`config.mk`:
```
export PLATFORM = sky130hd
export DESIGN_NAME = sdrci_mem_flat
export DESIGN_NICKNAME = d
export VERILOG_FILES = /design/src/core/sdrci_pkg.sv /design/src/core/sdrci_if.sv /design/src/core/sdrci_mem.sv /design/src/flat_wrapper.sv
export SDC_FILE = /design/constraint.sdc
export NUM_CORES = 2
export LEC_CHECK = 0
export BUFFER_PORTS_ARGS = -buffer_cell sky130_fd_sc_hd__buf_2
export CORE_MARGIN = 5
export CORE_UTILIZATION = 55
export CTS_CLUSTER_SIZE = 40
export DETAILED_ROUTE_END_ITERATION = 8
export PLACE_DENSITY = 0.71
export SYNTH_ARGS = -nofsm -noshare
export SYNTH_HDL_FRONTEND = slang
export SYNTH_SLANG_ARGS = --single-unit
```
`constraint.sdc`:
```
create_clock -name clk -period 4.6 [get_ports clk]
set_clock_uncertainty 0.05 [all_clocks]
set_input_delay 0.23 -clock clk [delete_from_list [all_inputs] [get_ports clk]]
set_output_delay 0.23 -clock clk [all_outputs]
set_load 0.01 [all_outputs]
```
`src/core/sdrci_pkg.sv`:
```
// sdrci_pkg: shared constants and types for the sdram command interface.
// assumes a single 100 MHz clock shared by controller and memory model.
package sdrci_pkg;
  localparam int SDRCI_ADDR_W = 13;
  localparam int SDRCI_COL_W = 9;
  localparam int SDRCI_DATA_W = 32;
  localparam int SDRCI_BYTES = 4;
  localparam int SDRCI_BANKS = 4;
  localparam int SDRCI_AP_BIT = 10;
  localparam int SDRCI_MASK_LAT = 2;
  localparam int SDRCI_MEM_WORDS = 64;
  localparam int SDRCI_MEM_AW = 6;
  // mode register fields
  localparam int SDRCI_MR_BL_LSB = 0;
  localparam int SDRCI_MR_BT_BIT = 3;
  localparam int SDRCI_MR_CL_LSB = 4;
  localparam logic [2:0] SDRCI_BL_FULL = 3'h7;
  localparam logic [2:0] SDRCI_CL_RESET = 3'h2;
  localparam logic [2:0] SDRCI_BL_RESET = 3'h2;
  // controller timing, in ns, and derived counts at 10 ns
  localparam int SDRCI_CLK_NS = 10;
  localparam int SDRCI_ROW_TO_COLUMN_DELAY_NS = 20;
  localparam int SDRCI_TRC_NS = 70;
  localparam int SDRCI_BANK_TO_BANK_DELAY_NS = 20;
  localparam int SDRCI_ROW_ACTIVE_TIME_NS = 50;
  localparam int SDRCI_TRP_NS = 20;
  localparam int SDRCI_ROW_TO_COLUMN_DELAY_CYC = (SDRCI_ROW_TO_COLUMN_DELAY_NS + SDRCI_CLK_NS - 1) / SDRCI_CLK_NS;
  localparam int SDRCI_TRC_CYC = (SDRCI_TRC_NS + SDRCI_CLK_NS - 1) / SDRCI_CLK_NS;
  localparam int SDRCI_BANK_TO_BANK_DELAY_CYC = (SDRCI_BANK_TO_BANK_DELAY_NS + SDRCI_CLK_NS - 1) / SDRCI_CLK_NS;
  localparam int SDRCI_ROW_ACTIVE_TIME_CYC = (SDRCI_ROW_ACTIVE_TIME_NS + SDRCI_CLK_NS - 1) / SDRCI_CLK_NS;
  localparam int SDRCI_TRP_CYC = (SDRCI_TRP_NS + SDRCI_CLK_NS - 1) / SDRCI_CLK_NS;
  // command codes {cs_n, ras_n, cas_n, we_n}
  localparam logic [3:0] SDRCI_C_ACT = 4'h3;
  localparam logic [3:0] SDRCI_C_PRE = 4'h2;
  localparam logic [3:0] SDRCI_C_WR = 4'h4;
  localparam logic [3:0] SDRCI_C_RD = 4'h5;
  localparam logic [3:0] SDRCI_C_MRS = 4'h0;
  localparam logic [3:0] SDRCI_C_NOP = 4'h7;
  localparam logic [3:0] SDRCI_C_STOP = 4'h6;
  localparam logic [3:0] SDRCI_C_REF = 4'h1;
  localparam logic [3:0] SDRCI_C_DESEL = 4'hF;
  typedef enum logic [2:0] {
    SDRCI_OP_NONE, SDRCI_OP_ACT, SDRCI_OP_PRE, SDRCI_OP_RD, SDRCI_OP_WR, SDRCI_OP_MRS,
    SDRCI_OP_REF, SDRCI_OP_STOP
  } sdrci_op_type;
endpackage

```
`src/core/sdrci_if.sv`:
```
// sdrci_if: the sdram pin bundle between controller and memory.
// assumes both ends share clk; data_bus wire level resolved here from enables.
`timescale 1ns/1ps
interface sdrci_if;
  import sdrci_pkg::*;
  logic clk_gate;
  logic cs_n;
  logic ras_n;
  logic cas_n;
  logic we_n;
  logic [1:0] bank_sel;
  logic [SDRCI_ADDR_W-1:0] addr;
  logic [SDRCI_BYTES-1:0] byte_mask;
  logic [SDRCI_DATA_W-1:0] dq_ctl_out;
  logic dq_ctl_oe;
  logic [SDRCI_DATA_W-1:0] dq_mem_out;
  logic [SDRCI_BYTES-1:0] dq_mem_oe;
  logic [SDRCI_DATA_W-1:0] data_bus;
  always_comb begin
    for (int i = 0; i < SDRCI_BYTES; i++) begin
      if (dq_mem_oe[i]) begin
        data_bus[i*8 +: 8] = dq_mem_out[i*8 +: 8];
      end else if (dq_ctl_oe) begin
        data_bus[i*8 +: 8] = dq_ctl_out[i*8 +: 8];
      end else begin
        data_bus[i*8 +: 8] = 8'h00;
      end
    end
  end
  modport ctl (output clk_gate, cs_n, ras_n, cas_n, we_n, bank_sel, addr, byte_mask,
    dq_ctl_out, dq_ctl_oe, input data_bus);
  modport mem (input clk_gate, cs_n, ras_n, cas_n, we_n, bank_sel, addr, byte_mask,
    dq_ctl_out, dq_ctl_oe, output dq_mem_out, dq_mem_oe);
endinterface

```
`src/core/sdrci_mem.sv`:
```
// sdrci_mem: memory end; decodes commands, keeps bank state, bursts reads.
// assumes the controller keeps its own timing; memory is a small model array.
`timescale 1ns/1ps
module sdrci_mem
  import sdrci_pkg::*;
(
  // clock and reset
  input wire logic clk,
  input wire logic rstn,
  // status
  output logic [SDRCI_BANKS-1:0] bank_open,
  output logic powered_down,
  output logic self_refresh,
  output logic bursting,
  // pins
  sdrci_if.mem pins
);
  typedef enum logic [1:0] {SDRCI_RUN, SDRCI_SUSPEND, SDRCI_PDOWN, SDRCI_SREF} sdrci_mode_type;
  sdrci_mode_type mode;
  logic prev_clk_gate_level;
  logic [SDRCI_DATA_W-1:0] store [SDRCI_MEM_WORDS];
  logic [SDRCI_ADDR_W-1:0] open_row [SDRCI_BANKS];
  logic [12:0] mode_reg;
  logic [1:0] burst_bank;
  logic [SDRCI_COL_W-1:0] burst_col;
  logic [SDRCI_COL_W-1:0] burst_start;
  logic [9:0] burst_left;
  logic burst_ap;
  logic [3:0] lat_pipe;
  logic [SDRCI_BYTES-1:0] mask_d1;
  logic [SDRCI_BYTES-1:0] mask_d2;
  logic [SDRCI_DATA_W-1:0] dout;
  logic dout_en;
  function automatic logic [SDRCI_MEM_AW-1:0] word_of(input logic [1:0] b,
      input logic [SDRCI_COL_W-1:0] c);
    word_of = {b, c[SDRCI_MEM_AW-3:0]};
  endfunction
  // chip select high masks the whole command
  wire [3:0] cmd = pins.cs_n ? SDRCI_C_DESEL : {1'b0, pins.ras_n, pins.cas_n, pins.we_n};
  wire gate_now = pins.clk_gate;
  wire live = prev_clk_gate_level;
  wire idle_cmd = cmd == SDRCI_C_DESEL || cmd == SDRCI_C_NOP;
  wire all_idle = bank_open == '0;
  wire run = mode == SDRCI_RUN && live;
  wire c_act = run && cmd == SDRCI_C_ACT;
  wire c_pre = run && cmd == SDRCI_C_PRE;
  wire c_rd = run && cmd == SDRCI_C_RD;
  wire c_wr = run && cmd == SDRCI_C_WR;
  wire c_mrs = run && cmd == SDRCI_C_MRS && all_idle;
  wire c_stop = run && cmd == SDRCI_C_STOP;
  wire pre_all = pins.addr[SDRCI_AP_BIT];
  wire [2:0] bl_code = mode_reg[SDRCI_MR_BL_LSB +: 3];
  wire [2:0] cl = mode_reg[SDRCI_MR_CL_LSB +: 3];
  wire full_page = bl_code == SDRCI_BL_FULL;
  wire [9:0] bl_len = full_page ? 10'h3FF : 10'(1 << bl_code);
  wire interleave = mode_reg[SDRCI_MR_BT_BIT];
  wire [SDRCI_COL_W-1:0] step = burst_col - burst_start + 9'h001;
  wire [SDRCI_COL_W-1:0] wrap_mask = 9'(bl_len - 10'h1);
  wire [SDRCI_COL_W-1:0] seq_col = (burst_start & ~wrap_mask) | ((burst_start + step) & wrap_mask);
  wire [SDRCI_COL_W-1:0] ilv_col = burst_start ^ (step & wrap_mask);
  wire [SDRCI_COL_W-1:0] next_col = full_page ? burst_col + 9'h001
                                              : (interleave ? ilv_col : seq_col);
  wire cut = c_stop || c_wr || (c_pre && (pre_all || pins.bank_sel == burst_bank));
  always_ff @(posedge clk or negedge rstn) begin
    if (!rstn) begin
      prev_clk_gate_level <= 1'b0;
      mode <= SDRCI_RUN;
    end else begin
      prev_clk_gate_level <= gate_now;
      case (mode)
        SDRCI_RUN: begin
          if (live && !gate_now) begin
            if (cmd == SDRCI_C_REF && all_idle) begin
              mode <= SDRCI_SREF;
            end else if (bursting || !all_idle && !idle_cmd) begin
              mode <= SDRCI_SUSPEND;
            end else if (idle_cmd) begin
              mode <= SDRCI_PDOWN;
            end else begin
              mode <= SDRCI_SUSPEND;
            end
          end
        end
        SDRCI_SUSPEND: if (gate_now) mode <= SDRCI_RUN;
        SDRCI_PDOWN, SDRCI_SREF: if (gate_now && idle_cmd) mode <= SDRCI_RUN;
        default: mode <= SDRCI_RUN;
      endcase
    end
  end
  always_ff @(posedge clk or negedge rstn) begin
    if (!rstn) begin
      bank_open <= '0;
      mode_reg <= 13'({SDRCI_CL_RESET, 1'b0, SDRCI_BL_RESET});
      bursting <= 1'b0;
      burst_bank <= 2'h0;
      burst_col <= '0;
      burst_start <= '0;
      burst_left <= '0;
      burst_ap <= 1'b0;
      lat_pipe <= '0;
      mask_d1 <= '1;
      mask_d2 <= '1;
      dout <= '0;
      dout_en <= 1'b0;
      for (int b = 0; b < SDRCI_BANKS; b++) begin
        open_row[b] <= '0;
      end
    end else if (mode == SDRCI_RUN && gate_now) begin
      mask_d1 <= pins.byte_mask;
      mask_d2 <= mask_d1;
      lat_pipe <= {lat_pipe[2:0], c_rd};
      if (c_mrs) begin
        mode_reg <= pins.addr;
      end
      if (c_act && !bank_open[pins.bank_sel]) begin
        bank_open[pins.bank_sel] <= 1'b1;
        open_row[pins.bank_sel] <= pins.addr;
      end
      if (c_pre) begin
        if (pre_all) begin
          bank_open <= '0;
        end else begin
          bank_open[pins.bank_sel] <= 1'b0;
        end
      end
      if (c_wr && bank_open[pins.bank_sel]) begin
        for (int i = 0; i < SDRCI_BYTES; i++) begin
          if (!pins.byte_mask[i]) begin
            store[word_of(pins.bank_sel, pins.addr[SDRCI_COL_W-1:0])][i*8 +: 8] <=
              pins.dq_ctl_out[i*8 +: 8];
          end
        end
      end
      if (c_rd && bank_open[pins.bank_sel]) begin
        // new read replaces any running burst on the next clock
        bursting <= 1'b1;
        burst_bank <= pins.bank_sel;
        burst_col <= pins.addr[SDRCI_COL_W-1:0];
        burst_start <= pins.addr[SDRCI_COL_W-1:0];
        burst_left <= bl_len;
        burst_ap <= pins.addr[SDRCI_AP_BIT];
      end else if (cut) begin
        bursting <= 1'b0;
      // latency 3 holds the first column one extra clock before it is driven
      end else if (bursting && (cl != 3'h3 || !lat_pipe[0]) && burst_left != 10'h0) begin
        burst_col <= next_col;
        if (!full_page) begin
          burst_left <= burst_left - 10'h1;
        end
        if (burst_left == 10'h1 && !full_page) begin
          bursting <= 1'b0;
          if (burst_ap) bank_open[burst_bank] <= 1'b0;
        end
      end
      dout_en <= bursting && !cut && !(cl == 3'h3 && lat_pipe[0]);
      dout <= store[word_of(burst_bank, burst_col)];
    end
  end
  assign pins.dq_mem_out = dout;
  assign pins.dq_mem_oe = dout_en ? ~mask_d2 : '0;
  assign powered_down = mode == SDRCI_PDOWN;
  assign self_refresh = mode == SDRCI_SREF;
endmodule

```
`src/flat_wrapper.sv`:
```
// flat-port wrapper written by rule: the top's interface ports become plain ports
module sdrci_mem_flat import sdrci_pkg::*;
  (clk, rstn, bank_open, powered_down, self_refresh, bursting, pins_clk_gate, pins_cs_n, pins_ras_n, pins_cas_n, pins_we_n, pins_bank_sel, pins_addr, pins_byte_mask, pins_dq_ctl_out, pins_dq_ctl_oe, pins_dq_mem_out, pins_dq_mem_oe);
  sdrci_if pins_i ();
  input wire logic clk;
  input wire logic rstn;
  output logic [SDRCI_BANKS-1:0] bank_open;
  output logic powered_down;
  output logic self_refresh;
  output logic bursting;
  input wire logic [$bits(pins_i.clk_gate)-1:0] pins_clk_gate;
  input wire logic [$bits(pins_i.cs_n)-1:0] pins_cs_n;
  input wire logic [$bits(pins_i.ras_n)-1:0] pins_ras_n;
  input wire logic [$bits(pins_i.cas_n)-1:0] pins_cas_n;
  input wire logic [$bits(pins_i.we_n)-1:0] pins_we_n;
  input wire logic [$bits(pins_i.bank_sel)-1:0] pins_bank_sel;
  input wire logic [$bits(pins_i.addr)-1:0] pins_addr;
  input wire logic [$bits(pins_i.byte_mask)-1:0] pins_byte_mask;
  input wire logic [$bits(pins_i.dq_ctl_out)-1:0] pins_dq_ctl_out;
  input wire logic [$bits(pins_i.dq_ctl_oe)-1:0] pins_dq_ctl_oe;
  output wire logic [$bits(pins_i.dq_mem_out)-1:0] pins_dq_mem_out;
  output wire logic [$bits(pins_i.dq_mem_oe)-1:0] pins_dq_mem_oe;
  assign pins_i.clk_gate = pins_clk_gate;
  assign pins_i.cs_n = pins_cs_n;
  assign pins_i.ras_n = pins_ras_n;
  assign pins_i.cas_n = pins_cas_n;
  assign pins_i.we_n = pins_we_n;
  assign pins_i.bank_sel = pins_bank_sel;
  assign pins_i.addr = pins_addr;
  assign pins_i.byte_mask = pins_byte_mask;
  assign pins_i.dq_ctl_out = {>>{pins_dq_ctl_out}};
  assign pins_i.dq_ctl_oe = pins_dq_ctl_oe;
  assign pins_dq_mem_out = {>>{pins_i.dq_mem_out}};
  assign pins_dq_mem_oe = {>>{pins_i.dq_mem_oe}};
  sdrci_mem u_core (.clk(clk), .rstn(rstn), .bank_open(bank_open), .powered_down(powered_down), .self_refresh(self_refresh), .bursting(bursting), .pins(pins_i));
endmodule
```
==> impl_results.md <==
* Via density per instance at 6.534
* Top-area cell type share of the netlist area at 73.94%
* DRT antenna net count at 0
* Worst setup SP type: flop
* WP data arrival at 4280 ps
* Critical path cell sequence: nor4b_2 -> nor2b_1 -> nand3_1 -> or2_2 -> buf_4 -> nor2_1
* Critical path required time at 5010 ps
* Ys Warns at 0
* Count of cell types in the netlist at 74
* Hold Slack at 24.45 ps
* Remaining DRCs at 0
* Final hold vios at 0
* Largest net degree at the start of global routing at 87
* Gr usage total at 27.42%
* WS Path Type: flop to flop
* Post-CTS setup buffer count at 0
* Top Layer Used: met5
* Register area share after synthesis at 76.30%
* Syn_area_per_cell at 19.98 sq um
* CTS sink cnt at 2126
* Final Setup Violations at 0
* Layout fillers at 10118
* Count of input and output buffers at 95
* Top delay family on crit path: simple AND/OR/NAND/NOR gates
* Chip height at 398.9 um
* Clk_lat worst skew at 850 ps
* Cell taking the most area after synthesis: edfxtp_1
* Layout net count at 4558
* PnR Total Power at 40360 uW
* Met2 wire length at 100800 um
* WL per Instance at 32.39 um
* Num rows at 142
* Initial Util at 55.40%
* Die span in x at 398.9 um
* Vias in the first global route at 43098
* Mapped Area at 0.08317 sq mm
* Core Util, Final at 62.42%
* CTS tree: done
* # IOs at 102
* Share of cells above drive strength 1 at 24.29%
* Total gr overflow at 0
* Synthesized flop and latch total at 2126
* CTS H-tree depth at 4
* Peak supply drop at 396.1 uV
* Mapped Cells at 4163
* Post-synth EDFFs at 2048
* Max stage delay on crit path at 790 ps
* Top_reg_cell synth: edfxtp_1
* Synth Net Count at 4233
* Inst Count DP at 6268
* Area Overhead vs Synth at 12.67%
* Worst-path clk slew at 60 ps
* Setup_tns at 0 ps
* Leak at 0.02898 uW
* Total wire length at 216100 um
* Critical path's slowest cell: or2_2
* DP HPWL at 140500 um
* Final RePlAce weighted congestion at 0.9043
* Pre-antenna DRT Iters at 6
* Routed length on met1 at 80830 um
* DR vias at 43608
* Root buf cell: clkbuf_16
* Final Critical Period at 3872 ps
* Initial antenna violation count at 6
* Period utilization at 84.18%
* FF/Latch Area at 0.06348 sq mm
* CTS resizes at 0
* Final slew viol count at 0
* DIE AREA at 0.1591 sq mm
* First-pass GRT wire length at 309500 um
* Cts bufs inserted at 198
* Clk buf depth at 3
* Tightest Hold Check Type: input port to flop
* Core area at 0.1501 sq mm
* Worst rel slew slack at 10.43%
* Nature of the critical path endpoint: flop
* Fmax at 0.2582 GHz
* Worst Max-Slew Pin Slew at 1344 ps
* PwrDens at 430.7 mW/mm^2
* Area of the multi-input gates at 0.01832 sq mm
* Crit Path Max Fanout at 49
* Leading post-synthesis cells by cell area: edfxtp_1 74%, mux4_2 13%, dfrtp_1 2.0%
* Outcome: completed
* RSZ-0062 raised after global routing: no
* Post-synth ARST share at 3.669%
* Max-Cap Viols at 0
* Non-filler cells in the finished layout at 6674
* Max reg flops at 2048
* CP bufs+invs at 1
* DR WL met3 at 24280 um
* Drt first-iter violations at 6372
-- routing by layer --
layer	track usage [%]	up-vias
li1	-	17708
met1	38.90	22685
met2	41.73	2755
met3	6.425	458
met4	11.42	2
met5	0	-
-- synthesized netlist by cell type, types with 16 or more instances --
cell and n:
edfxtp_1 2048, mux4_2 468, nor2_1 349, nand2_1 195, mux2i_1 146, clkbuf_1 117
a22oi_1 72, dfrtp_1 68, a21oi_1 67, o22ai_1 60, o21ai_0 45, buf_2 43
nand3_1 43, nor2b_1 31, buf_4 30, buf_1 27, buf_6 27, nor3_1 27
a211oi_1 24, o221ai_1 19, a221oi_1 17, a31oi_1 17, mux2_2 16, o21ai_1 16
-- power by group --
part / internal (uW) / switching, uW / leakage [uW]
Clock: 9010 / 7140 / 0.00310
Combinational: 983 / 1660 / 0.00658
Sequential: 21400 / 203 / 0.0193
-- logic make-up after synthesis --
group	Yosys count	share of synthesized area, %
mux	630	14.65
simple gates	708	3.632
xor+xnor	11	0.1158
flops	2126	76.30
compound gates	413	3.409
buf+inv	264	1.709
fa+ha+maj	11	0.1835
-- worst register-to-register path: cells and delay by family, from the launching register on --
family	cells	cell delay, ps
AND/OR/NAND/NOR	5	2570
buffers and inverters	1	410
flip-flops	1	460
-- cells in the final DEF, fill, tap and decap left out, types with 19 or more instances in the layout --
cell / instances
dlygate4sd3_1: 36
clkinv_2: 25
clkbuf_16: 198
nor3_1: 27
o21ai_0: 45
buf_4: 223
clkinv_1: 44
mux2i_1: 146
mux4_2: 468
buf_12: 21
clkbuf_1: 57
edfxtp_1: 2048
o22ai_1: 60
a211oi_1: 24
o221ai_1: 19
nor2b_1: 27
a22oi_1: 72
buf_2: 94
nor2_1: 343
a21oi_1: 67
nand3_1: 43
dfrtp_1: 63
nand2_1: 195
-- timing repair --
item                                    CTS  global route
endpoints found under the setup margin    0             0
hold buffers                             36             0
hold endpoints to repair                160             0
-- area by class of cell --
cell class                      instances  area share, %
Sequential cell                      2126          67.74
Timing Repair Buffer                  374          3.122
Tap cell                             2016          2.692
Multi-Input combinational cell       1773          19.55
Clock inverter                        103          1.163
Clock buffer                          265          5.663
Antenna cell                            2       0.005341
Inverter                               15        0.06009
-- through the flow --
step | worst slack, ps | cell area [sq um]
floorplan | 1223 | 83170
global placement | 824.3 | 86940
detailed placement | 696.2 | 86940
CTS | 673.8 | 93700
global route | 491.7 | 93700
finish | 727.5 | 93710
-- path summary, 6_finish.rpt --
path / end / slack (ps) / startpoint / cells past startpoint
setup / recovery: u_core.store[18][19] / 730 / u_core.mode[0] / 6
hold / removal: u_core.store[34][6] / 20 / pins_dq_ctl_out[6] / 2
setup reg to reg: u_core.store[18][19] / 730 / u_core.mode[0] / 6
hold reg to reg: u_core.mask_d2[2] / 410 / u_core.mask_d1[2] / 2
max in group asynchronous: u_core.pins.dq_mem_out[12] / 3290 / rstn / 4
min in group asynchronous: u_core.mode_reg[6] / 30 / rstn / 3
No activity file was read; power rests on OpenSTA's default activity.
